### config.mk
export PLATFORM = sky130hd
export DESIGN_NAME = card_bridge_reset_power_control
export DESIGN_NICKNAME = d
export VERILOG_FILES = /design/src/include/card_bridge_pkg.sv /design/src/rtl/card_bridge_reset_power_control.sv
export VERILOG_INCLUDE_DIRS = /design/src /design/src/include
export SDC_FILE = /design/constraint.sdc
export NUM_CORES = 1
export LEC_CHECK = 0
export ABC_AREA = 1
export BUFFER_PORTS_ARGS = -buffer_cell sky130_fd_sc_hd__buf_2
export CORE_ASPECT_RATIO = 1.5
export CORE_UTILIZATION = 50
export DETAILED_ROUTE_END_ITERATION = 8
export PLACE_DENSITY = 0.84
export SYNTH_ARGS = -nofsm -noshare
export SYNTH_HDL_FRONTEND = slang
export SYNTH_SLANG_ARGS = --single-unit
### constraint.sdc
create_clock -name ref_clk -period 2.2 [get_ports ref_clk]
set_input_delay 0.33 -clock ref_clk [delete_from_list [all_inputs] [get_ports ref_clk]]
set_output_delay 0.33 -clock ref_clk [all_outputs]
set_load 0.005 [all_outputs]
### src/include/card_bridge_regs.svh
`ifndef CARD_BRIDGE_REGS_SVH
`define CARD_BRIDGE_REGS_SVH

// =====================================================================
// socket space offsets (regCfg low)
`define SOCK_EVENT_OFS 12'h000
`define SOCK_MASK_OFS 12'h004
`define SOCK_PRESENT_OFS 12'h008
`define SOCK_CONTROL_OFS 12'h010
`define CARD_POWER_OFS 12'h802
`define STATUS_CHANGE_OFS 12'h804
`define STATUS_CFG_OFS 12'h805
`define MISC_ONE_OFS 12'h82F

// =====================================================================
// configuration space offsets (regCfg high)
`define SUBSYS_IDS_OFS 12'h0C0
`define WAKE_TRIGGER_OFS 12'h0C4
`define PM_CAP_OFS 12'h0DE
`define PM_CSR_OFS 12'h0E0

// =====================================================================
// field positions
`define PM_CAP_WAKE_COLD_BIT 15
`define PM_CSR_WAKE_EN_BIT 8
`define PM_CSR_WAKE_STS_BIT 15
`define SOCK_CTL_CLK_STOP_BIT 0
`define CSC_DETECT_BIT 3
`define CSC_STSCHG_BIT 0

// =====================================================================
// power states
`define PM_D0 2'h0
`define PM_D1 2'h1
`define PM_D2 2'h2
`define PM_D3 2'h3

// =====================================================================
// reset values and counts
`define PM_CAP_RESET 16'hFE02
`define SUBSYS_IDS_RESET 32'h00000000
`define WAKE_TRIGGER_RESET 4'hF
`define INT_RST_CYCLES 5'h10

`endif

### src/include/card_bridge_pkg.sv
package card_bridge_pkg;

    typedef logic [1:0] pm_state_type;

    typedef enum {CLK_RUN, CLK_STOP_REQ, CLK_STOPPED} clk_state_type;

    // register port request, one strobe at a time
    typedef struct packed {
        logic [11:0] addr;
        logic cfg;
        logic wr;
        logic rd;
        logic [31:0] data;
    } reg_req_type;

    // card-side levels held by the bridge
    typedef struct packed {
        logic clkEnable;
        logic parLow;
        logic resetB;
        logic grantHigh;
        logic restLevels;
    } card_pins_type;

endpackage

### src/rtl/card_bridge_reset_power_control.sv
// Chosen here: strobed register access.
`timescale 1ns/1ps
`include "card_bridge_regs.svh"

module card_bridge_reset_power_control
    import card_bridge_pkg::*;
(
    // clock and global reset
    input wire logic ref_clk,
    input wire logic rst_b,
    // host pins
    input wire logic pciRstB,
    input wire logic hw_suspend_n,
    input wire logic auxPower,
    // register port
    input wire reg_req_type regReq,
    output logic [31:0] regRdData,
    // card side
    input wire logic cardPresent,
    input wire logic cardIsCardBus,
    input wire logic [1:0] cardVoltSense,
    input wire logic cardStsChg,
    input wire logic cclkrunIn,
    output logic cclkrunOut,
    output logic cclkrunOe,
    output card_pins_type cardPins,
    // other functions
    input wire logic linkOn,
    input wire logic [2:0] flashDetect,
    // status to host
    output logic pciIfEnable,
    output logic intOut,
    output logic pmeOut,
    output logic pmeOe
);

    // =================================================================
    // decode
    function automatic logic hit(input reg_req_type r, input logic cfg, input logic [11:0] ofs);
        hit = (r.cfg == cfg) && (r.addr == ofs);
    endfunction

    function automatic logic [3:0] w1c(input logic [3:0] cur, input logic [3:0] clr, input logic [3:0] set);
        w1c = (cur & ~clr) | set;
    endfunction

    localparam logic [15:0] PM_CAP_VALUE = `PM_CAP_RESET;
    logic hwSpndMeta;
    logic hwSpndSync;
    logic [4:0] intRstCnt;
    pm_state_type pmState;
    logic wakeEn;
    logic wakeSts;
    logic wakeCold;
    logic [31:0] subsysIds;
    logic [3:0] wakeTrigger;
    logic [3:0] sockEvent;
    logic [3:0] sockMask;
    logic [3:0] presentBits;
    logic [6:0] sockCtl;
    logic [7:0] pwrCtl;
    logic [3:0] statusChange;
    logic [3:0] statusCfg;
    logic [7:0] miscOne;
    logic cardPresentQ;
    logic cardStsChgQ;
    logic [2:0] flashDetectQ;
    clk_state_type clkState;

    // =================================================================
    // reset classes
    logic busOn;
    logic busReset;
    logic keepContext;
    logic contextHeld;
    logic contextClear;
    logic leaveD3;
    logic ordinaryClear;
    logic memOk;
    logic cfgWr;
    logic memWr;
    logic anyRd;

    assign busOn = hwSpndSync && (intRstCnt == 5'h00);
    assign busReset = !pciRstB && hwSpndSync;
    assign keepContext = ((pmState == `PM_D3) && wakeEn) || contextHeld;
    assign contextClear = busReset && !keepContext;
    assign memOk = busOn && (pmState == `PM_D0);
    assign cfgWr = regReq.wr && busOn && regReq.cfg;
    assign memWr = regReq.wr && memOk && !regReq.cfg;
    assign anyRd = regReq.rd && (regReq.cfg ? busOn : memOk);
    assign leaveD3 = cfgWr && hit(regReq, 1'b1, `PM_CSR_OFS) && (pmState == `PM_D3)
        && (regReq.data[1:0] == `PM_D0);
    assign ordinaryClear = busReset || leaveD3;

    // keep decision taken as bus reset starts, since bus reset moves the state to D0
    always_ff @(posedge ref_clk) begin
        contextHeld <= rst_b && busReset && keepContext;
    end

    // =================================================================
    // wake sources
    logic detectChange;
    logic stsChgRise;
    logic [2:0] flashChange;
    logic wakeEvent;

    assign detectChange = cardPresent ^ cardPresentQ;
    assign stsChgRise = cardStsChg && !cardStsChgQ && cardPresent;
    assign flashChange = flashDetect ^ flashDetectQ;
    assign wakeEvent = detectChange || stsChgRise
        || (wakeTrigger[0] && linkOn) || |(wakeTrigger[3:1] & flashChange);

    // =================================================================
    // hardware suspend synchroniser
    always_ff @(posedge ref_clk) begin
        if (!rst_b) begin
            hwSpndMeta <= 1'b0;
            hwSpndSync <= 1'b0;
        end else begin
            hwSpndMeta <= hw_suspend_n;
            hwSpndSync <= hwSpndMeta;
        end
    end

    // =================================================================
    // internal reset after D3hot to D0
    always_ff @(posedge ref_clk) begin
        if (!rst_b) begin
            intRstCnt <= 5'h00;
        end else if (leaveD3) begin
            intRstCnt <= `INT_RST_CYCLES;
        end else if (intRstCnt != 5'h00) begin
            intRstCnt <= intRstCnt - 5'h01;
        end
    end

    // =================================================================
    // edge history, global reset only
    always_ff @(posedge ref_clk) begin
        if (!rst_b) begin
            cardPresentQ <= 1'b0;
            cardStsChgQ <= 1'b0;
            flashDetectQ <= 3'h0;
        end else begin
            cardPresentQ <= cardPresent;
            cardStsChgQ <= cardStsChg;
            flashDetectQ <= flashDetect;
        end
    end

    // =================================================================
    // reset-resistant registers
    always_ff @(posedge ref_clk) begin
        if (!rst_b) begin
            subsysIds <= `SUBSYS_IDS_RESET;
            wakeTrigger <= `WAKE_TRIGGER_RESET;
        end else begin
            if (cfgWr && hit(regReq, 1'b1, `SUBSYS_IDS_OFS)) begin
                subsysIds <= regReq.data;
            end
            if (cfgWr && hit(regReq, 1'b1, `WAKE_TRIGGER_OFS)) begin
                wakeTrigger <= regReq.data[3:0];
            end
        end
    end

    // =================================================================
    // power state
    always_ff @(posedge ref_clk) begin
        if (!rst_b || busReset) begin
            pmState <= `PM_D0;
        end else if (cfgWr && hit(regReq, 1'b1, `PM_CSR_OFS)) begin
            pmState <= regReq.data[1:0];
        end
    end

    // =================================================================
    // wake context: power management bits
    always_ff @(posedge ref_clk) begin
        if (!rst_b || contextClear) begin
            wakeEn <= 1'b0;
            wakeSts <= 1'b0;
            wakeCold <= PM_CAP_VALUE[`PM_CAP_WAKE_COLD_BIT];
        end else begin
            if (cfgWr && hit(regReq, 1'b1, `PM_CSR_OFS)) begin
                wakeEn <= regReq.data[`PM_CSR_WAKE_EN_BIT];
            end
            if (cfgWr && hit(regReq, 1'b1, `PM_CAP_OFS)) begin
                wakeCold <= regReq.data[`PM_CAP_WAKE_COLD_BIT];
            end
            // a new event wins over the clear
            if (wakeEvent) begin
                wakeSts <= 1'b1;
            end else if (cfgWr && hit(regReq, 1'b1, `PM_CSR_OFS) && regReq.data[`PM_CSR_WAKE_STS_BIT]) begin
                wakeSts <= 1'b0;
            end
        end
    end

    // =================================================================
    // wake context: socket event, mask, present state, status change
    always_ff @(posedge ref_clk) begin
        if (!rst_b || contextClear) begin
            sockEvent <= 4'h0;
            sockMask <= 4'h0;
            presentBits <= 4'h0;
            statusChange <= 4'h0;
            statusCfg <= 4'h0;
        end else begin
            sockEvent <= w1c(sockEvent, memWr && hit(regReq, 1'b0, `SOCK_EVENT_OFS) ? regReq.data[3:0] : 4'h0,
                {1'b0, detectChange, detectChange, stsChgRise});
            statusChange <= w1c(statusChange,
                memWr && hit(regReq, 1'b0, `STATUS_CHANGE_OFS) ? regReq.data[3:0] : 4'h0,
                {detectChange, 2'h0, stsChgRise});
            if (memWr && hit(regReq, 1'b0, `SOCK_MASK_OFS)) begin
                sockMask <= regReq.data[3:0];
            end
            if (memWr && hit(regReq, 1'b0, `STATUS_CFG_OFS)) begin
                statusCfg <= regReq.data[3:0];
            end
            if (detectChange) begin
                presentBits <= {cardVoltSense, cardPresent && !cardIsCardBus, cardPresent && cardIsCardBus};
            end
        end
    end

    // =================================================================
    // mixed registers: context fields and ordinary fields
    always_ff @(posedge ref_clk) begin
        if (!rst_b || contextClear) begin
            sockCtl[6:4] <= 3'h0;
            pwrCtl[7:2] <= 6'h00;
            miscOne[0] <= 1'b0;
        end else begin
            if (memWr && hit(regReq, 1'b0, `SOCK_CONTROL_OFS)) begin
                sockCtl[6:4] <= regReq.data[6:4];
            end
            if (memWr && hit(regReq, 1'b0, `CARD_POWER_OFS)) begin
                pwrCtl[7:2] <= regReq.data[7:2];
            end
            if (memWr && hit(regReq, 1'b0, `MISC_ONE_OFS)) begin
                miscOne[0] <= regReq.data[0];
            end
        end
        if (!rst_b || ordinaryClear) begin
            sockCtl[3:0] <= 4'h0;
            pwrCtl[1:0] <= 2'h0;
            miscOne[7:1] <= 7'h00;
        end else begin
            if (memWr && hit(regReq, 1'b0, `SOCK_CONTROL_OFS)) begin
                sockCtl[3:0] <= regReq.data[3:0];
            end
            if (memWr && hit(regReq, 1'b0, `CARD_POWER_OFS)) begin
                pwrCtl[1:0] <= regReq.data[1:0];
            end
            if (memWr && hit(regReq, 1'b0, `MISC_ONE_OFS)) begin
                miscOne[7:1] <= regReq.data[7:1];
            end
        end
    end

    // =================================================================
    // card clock stop handshake
    logic stopWanted;
    logic inD3;

    assign inD3 = pmState == `PM_D3;
    assign stopWanted = (pmState == `PM_D2) || sockCtl[`SOCK_CTL_CLK_STOP_BIT];

    always_ff @(posedge ref_clk) begin
        if (!rst_b || ordinaryClear) begin
            clkState <= CLK_RUN;
        end else begin
            case (clkState)
                CLK_RUN: begin
                    if (inD3) begin
                        clkState <= CLK_STOPPED;
                    end else if (stopWanted) begin
                        clkState <= CLK_STOP_REQ;
                    end
                end
                CLK_STOP_REQ: begin
                    if (inD3 || cclkrunIn) begin
                        clkState <= CLK_STOPPED;
                    end else if (!stopWanted) begin
                        clkState <= CLK_RUN;
                    end
                end
                CLK_STOPPED: begin
                    if (!inD3 && (!stopWanted || !cclkrunIn)) begin
                        clkState <= CLK_RUN;
                    end
                end
                default: begin
                    clkState <= CLK_RUN;
                end
            endcase
        end
    end

    // =================================================================
    // card pin levels
    logic holdLevels;

    assign holdLevels = cardPresent && cardIsCardBus && (inD3 || clkState == CLK_STOPPED);

    always_ff @(posedge ref_clk) begin
        if (!rst_b) begin
            cardPins <= '{clkEnable: 1'b0, parLow: 1'b0, resetB: 1'b0, grantHigh: 1'b0, restLevels: 1'b0};
            cclkrunOe <= 1'b0;
        end else begin
            cardPins.clkEnable <= !inD3 && (clkState != CLK_STOPPED);
            cardPins.resetB <= !(inD3 && cardPresent && cardIsCardBus);
            cardPins.parLow <= holdLevels;
            cardPins.grantHigh <= holdLevels;
            cardPins.restLevels <= holdLevels;
            cclkrunOe <= clkState == CLK_RUN;
        end
    end

    assign cclkrunOut = 1'b0;

    // =================================================================
    // bus interface, interrupt and wake outputs
    always_ff @(posedge ref_clk) begin
        if (!rst_b) begin
            pciIfEnable <= 1'b0;
            intOut <= 1'b0;
        end else begin
            pciIfEnable <= busOn && !leaveD3;
            intOut <= (pmState == `PM_D0)
                && (|(sockEvent & sockMask) || |(statusChange & statusCfg));
        end
    end

    assign pmeOut = 1'b0;
    assign pmeOe = wakeEn && (wakeSts
        || (auxPower && wakeCold && (detectChange || cardStsChg)));

    // =================================================================
    // read data, one cycle after the strobe
    always_ff @(posedge ref_clk) begin
        if (!rst_b) begin
            regRdData <= 32'h00000000;
        end else if (!anyRd) begin
            regRdData <= 32'h00000000;
        end else if (regReq.cfg) begin
            case (regReq.addr)
                `SUBSYS_IDS_OFS: regRdData <= subsysIds;
                `WAKE_TRIGGER_OFS: regRdData <= {28'h0000000, wakeTrigger};
                `PM_CAP_OFS: regRdData <= {16'h0000, wakeCold, PM_CAP_VALUE[14:0]};
                `PM_CSR_OFS: regRdData <= {16'h0000, wakeSts, 6'h00, wakeEn, 6'h00, pmState};
                default: regRdData <= 32'h00000000;
            endcase
        end else begin
            case (regReq.addr)
                `SOCK_EVENT_OFS: regRdData <= {28'h0000000, sockEvent};
                `SOCK_MASK_OFS: regRdData <= {28'h0000000, sockMask};
                `SOCK_PRESENT_OFS: regRdData <= {20'h00000, presentBits[3:2], 4'h0, presentBits[1:0], 4'h0};
                `SOCK_CONTROL_OFS: regRdData <= {25'h0000000, sockCtl};
                `CARD_POWER_OFS: regRdData <= {24'h000000, pwrCtl};
                `STATUS_CHANGE_OFS: regRdData <= {28'h0000000, statusChange};
                `STATUS_CFG_OFS: regRdData <= {28'h0000000, statusCfg};
                `MISC_ONE_OFS: regRdData <= {24'h000000, miscOne};
                default: regRdData <= 32'h00000000;
            endcase
        end
    end

endmodule
**Word level (Yosys, flattened, before mapping)**

Index checks and enable logic that the tools add are counted.

- Word-level logic and storage cells: 176
- Register bits: 167
- Output and inout port bits: 43
- Input bits: 62

- Equal/unequal tests: 20
- Mux-type cells: 16
- Bitwise logic cells: 13
- Reduce and logical (&&, ||, !) cells: 93
- $add $sub $neg: 1

Operator list:

| kind | number |
|---|---|
| $mux W32 | 6 |
| $pmux W32 S4 | 1 |
| $pmux W12 S8 | 1 |
| $pmux W32 S3 | 1 |
| $logic_not A32 Y1 | 2 |
| $logic_and A1 B1 Y1 | 52 |
| $eq A12 B12 Y1 const B | 4 |
| $eq A12 B8 Y1 const B | 4 |
| $eq A32 B1 Y1 const B | 1 |
| $eq A32 B2 Y1 const B | 1 |
| $eq A32 B3 Y1 const B | 1 |
| $ne A32 B3 Y1 const B | 1 |
| $and A4 B4 Y4 | 4 |
| $logic_or A1 B1 Y1 | 15 |
| $eq A12 B3 Y1 const B | 1 |
| $eq A12 B4 Y1 const B | 1 |
| $eq A12 B5 Y1 const B | 1 |
| $logic_not A12 Y1 | 1 |
| $logic_not A1 Y1 | 11 |
| $mux W5 | 2 |
| $mux W4 | 2 |
| $not A4 Y4 | 2 |
| $reduce_or A4 Y1 | 2 |
| $ne A3 B3 Y1 const B | 2 |
| 18 further kinds | 24 |

**Depth between registers and ports, before layout**

Gate-level depths: netlist of run 1.

- Depth after elaboration: 10
- Mapped depth: 11
- Depth with buffers taken out: 11

**Worst setup path after synthesis of run 1**

OpenSTA, ideal clock, no wires.

- Path kind: reg-to-reg
- Start: reg intRstCnt[0]
- End: reg pwrCtl[0]
- Buffers on the path: 1
- Clock period less this slack: 1609 ps
- Arrival time: 1497 ps
- Required time: 2088 ps
- Stages on the path, launching flop included: 11
- Library setup time: 112 ps
- Slack: 591 ps
- Cells stage by stage: dfxtp_1 -> inv_1 -> ha_1 -> nand3_4 -> nor2_4 -> nand3_2 -> nor2_4 -> nand3_4 -> nand2_4 -> buf_6 -> nor2_1

- Cells in the longest elaborated chain, start to end: 9
- Elaborated cells between the ends (all ways): 13
- Those cells by class: reduce/logical (13)

Ends and longest elaborated chain:

| what | line | RTL |
|---|---|---|
| from (decl) | card_bridge_reset_power_control.sv:50 | `logic [4:0] intRstCnt;` |
| from (signal assigned) | card_bridge_reset_power_control.sv:132 | `` intRstCnt <= `INT_RST_CYCLES; `` |
| from (signal assigned) | card_bridge_reset_power_control.sv:134 | `intRstCnt <= intRstCnt - 5'h01;` |
| $logic_not A5 Y1 * | card_bridge_reset_power_control.sv:84 | `assign busOn = hwSpndSync && (intRstCnt == 5'h00);` |
| $logic_and A1 B1 Y1 * | card_bridge_reset_power_control.sv:84 |  |
| $logic_and A1 B1 Y1 (2 in a row) | card_bridge_reset_power_control.sv:89 | `assign cfgWr = regReq.wr && busOn && regReq.cfg;` |
| $logic_and A1 B1 Y1 (3 in a row) | card_bridge_reset_power_control.sv:92 | `` assign leaveD3 = cfgWr && hit(regReq, 1'b1, `PM_CSR_OFS) && (pmState == `PM_D3) `` |
| $logic_or A1 B1 Y1 | card_bridge_reset_power_control.sv:94 | `assign ordinaryClear = busReset \|\| leaveD3;` |
| $logic_or A1 B1 Y1 | card_bridge_reset_power_control.sv:246 | `if (!rst_b \|\| ordinaryClear) begin` |
| to (signal assigned) | card_bridge_reset_power_control.sv:255 | `pwrCtl[1:0] <= regReq.data[1:0];` |
| to (decl) | card_bridge_reset_power_control.sv:61 | `logic [7:0] pwrCtl;` |

Every way passes the cells marked *; elsewhere a longest branch is shown, timed or not.
A chain may end at the register's enable or synchronous reset.

**Worst setup path after layout of run 1**

- Start: reg intRstCnt[0]
- End: reg statusChange[3]

- Cells in the longest elaborated chain, start to end: 10

Ends and longest elaborated chain:

| what | line | RTL |
|---|---|---|
| $logic_not A5 Y1 | card_bridge_reset_power_control.sv:84 |  |
| $logic_and A1 B1 Y1 | card_bridge_reset_power_control.sv:84 |  |
| $logic_and A1 B1 Y1 | card_bridge_reset_power_control.sv:88 | `` assign memOk = busOn && (pmState == `PM_D0); `` |
| $logic_and A1 B1 Y1 (2 in a row) | card_bridge_reset_power_control.sv:90 | `assign memWr = regReq.wr && memOk && !regReq.cfg;` |
| $logic_and A1 B1 Y1 | card_bridge_reset_power_control.sv:214 | `` memWr && hit(regReq, 1'b0, `STATUS_CHANGE_OFS) ? regReq.data[3:0] : 4'h0, `` |
| $mux W4 | card_bridge_reset_power_control.sv:214 |  |
| $not A4 Y4 | card_bridge_reset_power_control.sv:44 | `w1c = (cur & ~clr) \| set;` |
| $and A4 B4 Y4 | card_bridge_reset_power_control.sv:44 |  |
| $or A4 B4 Y4 | card_bridge_reset_power_control.sv:44 |  |
| to (signal assigned) | card_bridge_reset_power_control.sv:213 | `statusChange <= w1c(statusChange,` |
| to (decl) | card_bridge_reset_power_control.sv:62 | `logic [3:0] statusChange;` |

No other way between the ends.

==> results.toml, run 1 <==
[place]
placement.io_buffers = 102
place_worst_setup_slack_ns = 0.2102
dp_hpwl_um = 11680
routabilityCongestion = 0.9638

[synth]
yosysWarnings = 0
netlist_top_cells_area = "dfxtp_1, nand2_1, nor2_1, nand3_1, inv_1"
synth_top_cell_by_area = "dfxtp_1"
async_reset_ff_frac = 0
ys.flop_type = "dfxtp_1"
postSynthAreaPerCell_um2 = 7.312
proportion_of_synthesized_chip_area_in_sequential_cells = 0.4580
postSynthRegisterBits = 137
synth_largest_type_area_fraction = 0.4580
synth_cell_types = 40
post_synth_instance_area_um2 = 5988
post_synth_inst_count = 819
synth_enable_flop_cells = 0

[sta]
slew_viol_final = 0
finalSetupViolations = 0
post-route-min-period_ns = 2.009
timing.final.ws_setup_ns = 0.1906
maxClockFrequency_ghz = 0.4977
timing.final.crit_share = 0.9133
hold-worst-slack_ns = 0.09282
grt_setup_unrepaired = "no"
finalSetupTns_ns = 0
skew_ns = 0.004735
finalHoldViolCount = 0

[drt]
first_pass_drt_iterations = 5
route.antenna.remaining_nets = 0
drt_iter0_drc = 324
route.detailed.drc = 0
vias = 5731
postRouteWirelength_um = 15970
post_detailed_route_wirelength_per_cell_um = 14.60
detail_route.vias_per_cell = 5.239

[layout]
n_antenna_cell = 0
multi_input_logic_area_um2 = 2763
final_util = 0.6254
fill_cells = 1005
post_route_cells_drive_above_1_share = 0.2182
layout.area.seq_um2 = 2743
design.final.nets = 995
area.growth.synth_to_final_pct = 21.06

[power]
power.sequential.fraction = 0.434
power_uw = 5997
cellPowerDensity_nw_per_um2 = 827.3
power.internal_uw = 4480
power_frac_comb = 0.110
switching_power_share_of_the_total = 0.2531
power.static_leakage_uw = 0.003292
maximum_vdd_ir_drop_v = 0.0004601
p_switching_uw = 1518
pwr-share-clk = 0.455

[cts]
root_buffer = "clkbuf_16"
clock_tree.buffer_depth = 2
clock_tree.htree_level_count = 4
cts-buffers-inserted = 17
cts_tree = "yes"
cts-hold-fix-buffers = 0
post_cts.repair.setup_buffers = 0
cts_sinks = 137
insertion_delay_ns = 0.42
cts_resized = 0
clk_transition_reported_paths_ns = 0.06

[worst_setup_path]
cp.depth = 10
critPathRequiredTime_ns = 2.49
worst-r2r-setup-slack_ns = 0.19
timing.critical_path.to = "statusChange[3]"
reg2reg_to = "statusChange[3]"
timing.reg2reg.worst_path_depth = 10
cell_by_cell_listing_of_the_critical_path = "inv_1, ha_1, nand4_4, nor2_4, buf_4, inv_1, nor2_1, nand2_1, nand2_1, a21oi_1"
critical_path.n_buffers_inverters = 3
slowest_delay_ns = 0.33
crit_path_start_kind = "flop"
worstPathMaxFanout = 9
r2r-start = "intRstCnt[0]"
critPathKind = "flop to flop"
timing.critical_path.from = "intRstCnt[0]"
crit_arrival_ns = 2.30
cpLargestDelayFamily = "simple AND/OR/NAND/NOR gates"
cpMaxStageDelayCell = "nor2_4"
critPathCaptureType = "flop"

[floorplanning]
dieWidth_um = 91.36
die-area_um2 = 12430
io_pins = 105
floorplan.initialDensity = 0.5166
fp.coreArea_um2 = 11590
core.rowCount = 48
vert_die_dim_um = 136.0

[global_route]
overflow = 0
grt_pass1_wl_um = 26300
grt_start_max_net_pins = 26
number_of_global_route_vias_before_repair = 5626
antenna_found_initial = 0
tot_gr_track_use = 0.2719

[status]
outcome = "finished clean"

[flow_run]
cap_viol_max_count = 0

[worst_hold_path]
worst_hold_path_type = "primary input to flop"
## routing by layer
metal | GRT usage | part of all wire | vias to the layer above
met5 | 0 | 0 | -
met4 | 0.1499 | 0.038 | 0
met3 | 0.06320 | 0.057 | 56
met2 | 0.5122 | 0.53 | 229
met1 | 0.2739 | 0.38 | 2602
li1 | - | - | 2844
## metrics by stage
stage               std cells  instance area (um2)
finish                   1094                 7249
global route             1094                 7249
CTS                      1094                 7239
detailed placement       1062                 6668
global placement         1062                 6668
floorplan                 820                 5992
## logic make-up (layout without fill, tap and decap cells)
kind of cell | Yosys count | count (layout) | share of synthesized area
flops | 137 | 137 | 0.4580
fa+ha+maj | 2 | 2 | 0.004178
compound gates | 117 | 117 | 0.1045
mux | 1 | 1 | 0.001672
xor+xnor | 4 | 4 | 0.005851
simple gates | 446 | 446 | 0.3422
buf+inv | 111 | 235 | 0.08295
other cells | 1 | 2 | 0.0006262
## registers in the layout, summed over array words and instances, names as in the netlist, 5 cells and up
register   count
pwrCtl         8
sockCtl        7
intRstCnt      5
miscOne        8
subsysIds     32
regRdData     32
## worst min-delay path by stage
| stage | to | startpoint | slack, ns | depth (start not counted) |
|---|---|---|---|---|
| finish | hwSpndMeta | hw_suspend_n | 0.09 | 3 |
| global route | contextHeld | pciRstB | 0.10 | 2 |
| CTS | hwSpndMeta | hw_suspend_n | 0.09 | 3 |
| detailed placement | hwSpndSync | hwSpndMeta | 0.41 | 2 |
| global placement | hwSpndSync | hwSpndMeta | 0.40 | 2 |
| floorplan | hwSpndSync | hwSpndMeta | 0.39 | 2 |
## layout make-up
type	instances	area share
multi-input cells	572	0.3811
inverters	83	0.04332
well taps	150	0.02589
repair buffers	120	0.09251
clock inverters	13	0.01778
flip-flops and latches	137	0.3783
clock buffers	19	0.06110
## worst min-delay path: stages
cell and delay (ns):
buf_2 0.07, nand2_1 0.04, inv_1 0.04
## synth_stat cells, types with 5 or more instances
master,number
nand2_2,7
o21ai_1,32
a21oi_1,35
nor3_1,7
nand4_1,6
o21ai_0,37
buf_2,11
buf_6,5
nor2_4,7
nand3_1,68
buf_4,7
o211ai_1,6
nor2_1,153
dfxtp_1,137
inv_1,76
inv_2,5
nand2_1,162
nor2_2,15
## cells in the final DEF, fill, tap and decap left out, drive strengths merged, types with 10 or more instances in the layout
master | synthesis | layout
nor2 | 175 | 175
nand2 | 171 | 171
dfxtp | 137 | 137
buf | 24 | 120
inv | 82 | 82
nand3 | 74 | 74
o21ai | 72 | 72
a21oi | 35 | 35
clkbuf | 4 | 19
nor3 | 10 | 10
## power groups by stage
stage | combinational [uW] | clock, uW | sequential, uW
after floorplan | 460 | 0 | 2640
after global placement | 626 | 0 | 2650
after detailed placement | 643 | 0 | 2660
after CTS | 661 | 2750 | 2600
after global routing | 744 | 2870 | 2610
final | 662 | 2730 | 2600
(Power assumes the default switching activity.)
==> inputs of run 2 (changes only) <==
--- a/config.mk
+++ b/config.mk
@@ -6,7 +6,6 @@
 export SDC_FILE = /design/constraint.sdc
 export NUM_CORES = 1
 export LEC_CHECK = 0
-export ABC_AREA = 1
 export BUFFER_PORTS_ARGS = -buffer_cell sky130_fd_sc_hd__buf_2
 export CORE_ASPECT_RATIO = 1.5
 export CORE_UTILIZATION = 50
==> results.toml, run 2 <==
[status]
outcome = "finished clean"

[global_route]
number_of_global_route_vias_before_repair = 5267
antenna_found_initial = 0
overflow = 0
tot_gr_track_use = 0.2956
grt_pass1_wl_um = 25960
grt_start_max_net_pins = 37

[worst_setup_path]
worst-r2r-setup-slack_ns = 0.09
worstPathMaxFanout = 8
critPathCaptureType = "flop"
critPathRequiredTime_ns = 2.54
critPathKind = "flop to flop"
timing.reg2reg.worst_path_depth = 9
r2r-start = "intRstCnt[1]"
crit_arrival_ns = 2.44
cell_by_cell_listing_of_the_critical_path = "inv_1, ha_2, nor4b_4, buf_4, buf_4, and2_4, and4_1, o41ai_2, o22ai_1"
crit_path_start_kind = "flop"
cpMaxStageDelayCell = "dfxtp_1"
slowest_delay_ns = 0.32
critical_path_most_common_cell = "buf_4"
reg2reg_to = "regRdData[2]"

[place]
dp_hpwl_um = 12010
place_worst_setup_slack_ns = -0.04857
placement.io_buffers = 102
routabilityCongestion = 0.9711
post_dp_area_um2 = 6656

[synth]
synth_top_cell_by_area = "dfxtp_1"
async_reset_ff_frac = 0
proportion_of_synthesized_chip_area_in_sequential_cells = 0.4834
synth-xor-area-share = 0.01235
synth_largest_type_area_fraction = 0.4834
synthAdderAreaFrac = 0.004410
yosys.area_share.simple = 0.2340
postSynthAreaPerCell_um2 = 9.182
yosysMostFrequentCell = "dfxtp_1"
post_synth_instance_area_um2 = 5674
post_synth_inst_count = 618
post_synth_mux_area_share = 0.07056
synth_cell_types = 61
post_synth_most_frequent_cells = "dfxtp_1, nand2_1, nor2_1"
largest_family_of_logic_cells_by_synthesized_area = "simple AND/OR/NAND/NOR gates"
yosysWarnings = 0
netlist_top_cells_area = "dfxtp_1, mux2i_1, nand2_1, a21boi_0, nor2_1"
synth_enable_flop_cells = 0
postSynthRegisterBits = 137
fraction_of_the_mapped_netlist_area_in_compound_gates = 0.1588
ys.flop_type = "dfxtp_1"

[cts]
root_buffer = "clkbuf_16"
clock_tree.buffer_depth = 2
insertion_delay_ns = 0.43
cts_tree = "yes"
clk_transition_reported_paths_ns = 0.06
cts-buffers-inserted = 17
cts_sinks = 137
clock_tree.htree_level_count = 4

[layout]
post_route_cells_drive_above_1_share = 0.2684
final_util = 0.6623
layout_common_cells = "dfxtp_1, nand2_1, buf_2, nor2_1, buf_4"
fin_area_um2 = 7322
design.final.nets = 826
final_common_cell = "dfxtp_1"
n_antenna_cell = 0
area.growth.synth_to_final_pct = 29.04
largest_registers = "regRdData: 32 flops, subsysIds: 32 flops"

[drt]
total_routed_wire_length_on_the_met1_layer_um = 6023
drt_iter0_drc = 344
met2WireLength_um = 8746
first_pass_drt_iterations = 5
detail_route.vias_per_cell = 5.675
route.top_layer_used = "met4"
vias = 5232
wl_met3_um = 987
route.detailed.drc = 0
postRouteWirelength_um = 16710
route.antenna.remaining_nets = 0
post_detailed_route_wirelength_per_cell_um = 18.12

[floorplanning]
core.rowCount = 47
vert_die_dim_um = 132.5
io_pins = 105
die-area_um2 = 11790
dieWidth_um = 88.98
fp.coreArea_um2 = 11060
floorplan.initialDensity = 0.5132

[sta]
slew_viol_final = 0
maxClockFrequency_ghz = 0.4747
finalSetupViolations = 0
timing.final.ws_setup_ns = 0.09328
grt_setup_unrepaired = "no"
timing.max_slew.rel_slack = 0.4034
post-route-min-period_ns = 2.107
timing.final.crit_share = 0.9576
max_slew.worst_pin.slew_ns = 0.8852
finalHoldViolCount = 0
skew_ns = 0.006480
hold-worst-slack_ns = 0.1113

[worst_hold_path]
min_from = "hw_suspend_n"
worstHoldPathCells = 2
worst_hold_path_type = "primary input to flop"
hold_path_end = "hwSpndMeta"

[power]
power_uw = 6184
maximum_vdd_ir_drop_v = 0.0005730
power.static_leakage_uw = 0.002940
cellPowerDensity_nw_per_um2 = 844.5

[flow_run]
cap_viol_max_count = 0
[run 2: cell types whose count changed after synthesis, moves of 28 or more]
cell	delta
nand3_1	-60
inv_1	-68
nor2_1	-99
a21boi_0	+30
nand2_1	-58
o21ai_1	-31
and2_1	+28
mux2i_1	+39
[run 2: critical path: cells and delay by family, from the launching register on]
| kind | cells | cell delay, ns |
|---|---|---|
| simple gates | 3 | 0.64 |
| compound gates | 2 | 0.49 |
| buf+inv | 3 | 0.37 |
| flops | 1 | 0.32 |
| fa+ha+maj | 1 | 0.18 |
[run 2: layout make-up]
| type | instances | area [um2] |
|---|---|---|
| fill | 886 | 3734 |
| multi-input combinational | 437 | 2756 |
| sequential | 137 | 2743 |
| timing repair buffer | 161 | 1011 |
| clock buffer | 20 | 466.7 |
| tap | 147 | 183.9 |
| clock inverter | 12 | 131.4 |
| inverter | 8 | 30.03 |
[run 2: stage by stage]
stage / setup TNS [ns] / cells
after floorplan: 0 / 619
after global placement: -0.6667 / 885
after detailed placement: -0.4184 / 885
after CTS: 0 / 919
after global routing: 0 / 922
final: 0 / 922
[run 2: cell families (layout without fill, tap and decap cells)]
| logic type | Yosys count | count (layout) |
|---|---|---|
| buf+inv | 45 | 201 |
| fa+ha+maj | 2 | 2 |
| other cells | 1 | 2 |
| flops | 137 | 137 |
| compound gates | 126 | 126 |
| simple gates | 259 | 259 |
| xor+xnor | 8 | 8 |
| mux | 40 | 40 |
[run 2: timing repair]
action	4_1_cts	5_1_grt
gates cloned	0	0
hold buffers	0	0
setup buffers	2	3
endpoints found under the setup margin	4	35
pin swaps	0	2
resized for setup	0	6
[run 2: worst max-delay path by stage]
stage	from	slack, ns	endpoint	depth (start not counted)
2_1_floorplan	intRstCnt[0]	0.05	statusCfg[0]	7
3_3_place_gp	regReq[39]	-0.08	statusCfg[1]	8
3_5_place_dp	regReq[44]	-0.05	sockCtl[6]	7
4_1_cts	intRstCnt[1]	0.02	statusCfg[1]	10
5_1_grt	intRstCnt[1]	0.01	statusCfg[2]	10
6_report	intRstCnt[1]	0.09	regRdData[2]	9
[run 2: power breakdown]
| part | internal [uW] | leakage (uW) | switching (uW) | total [uW] |
|---|---|---|---|---|
| Combinational | 350 | 0.00154 | 358 | 709 |
| Clock | 1680 | 0.000290 | 1180 | 2860 |
| Sequential | 2550 | 0.00111 | 67.2 | 2620 |
| Total | 4580 | 0.00294 | 1600 | 6180 |
[run 2: layer usage]
layer | vias up | track usage
met3 | 67 | 0.06862
met5 | - | 0
met1 | 2483 | 0.3060
met2 | 235 | 0.5103
li1 | 2447 | -
met4 | 0 | 0.2081
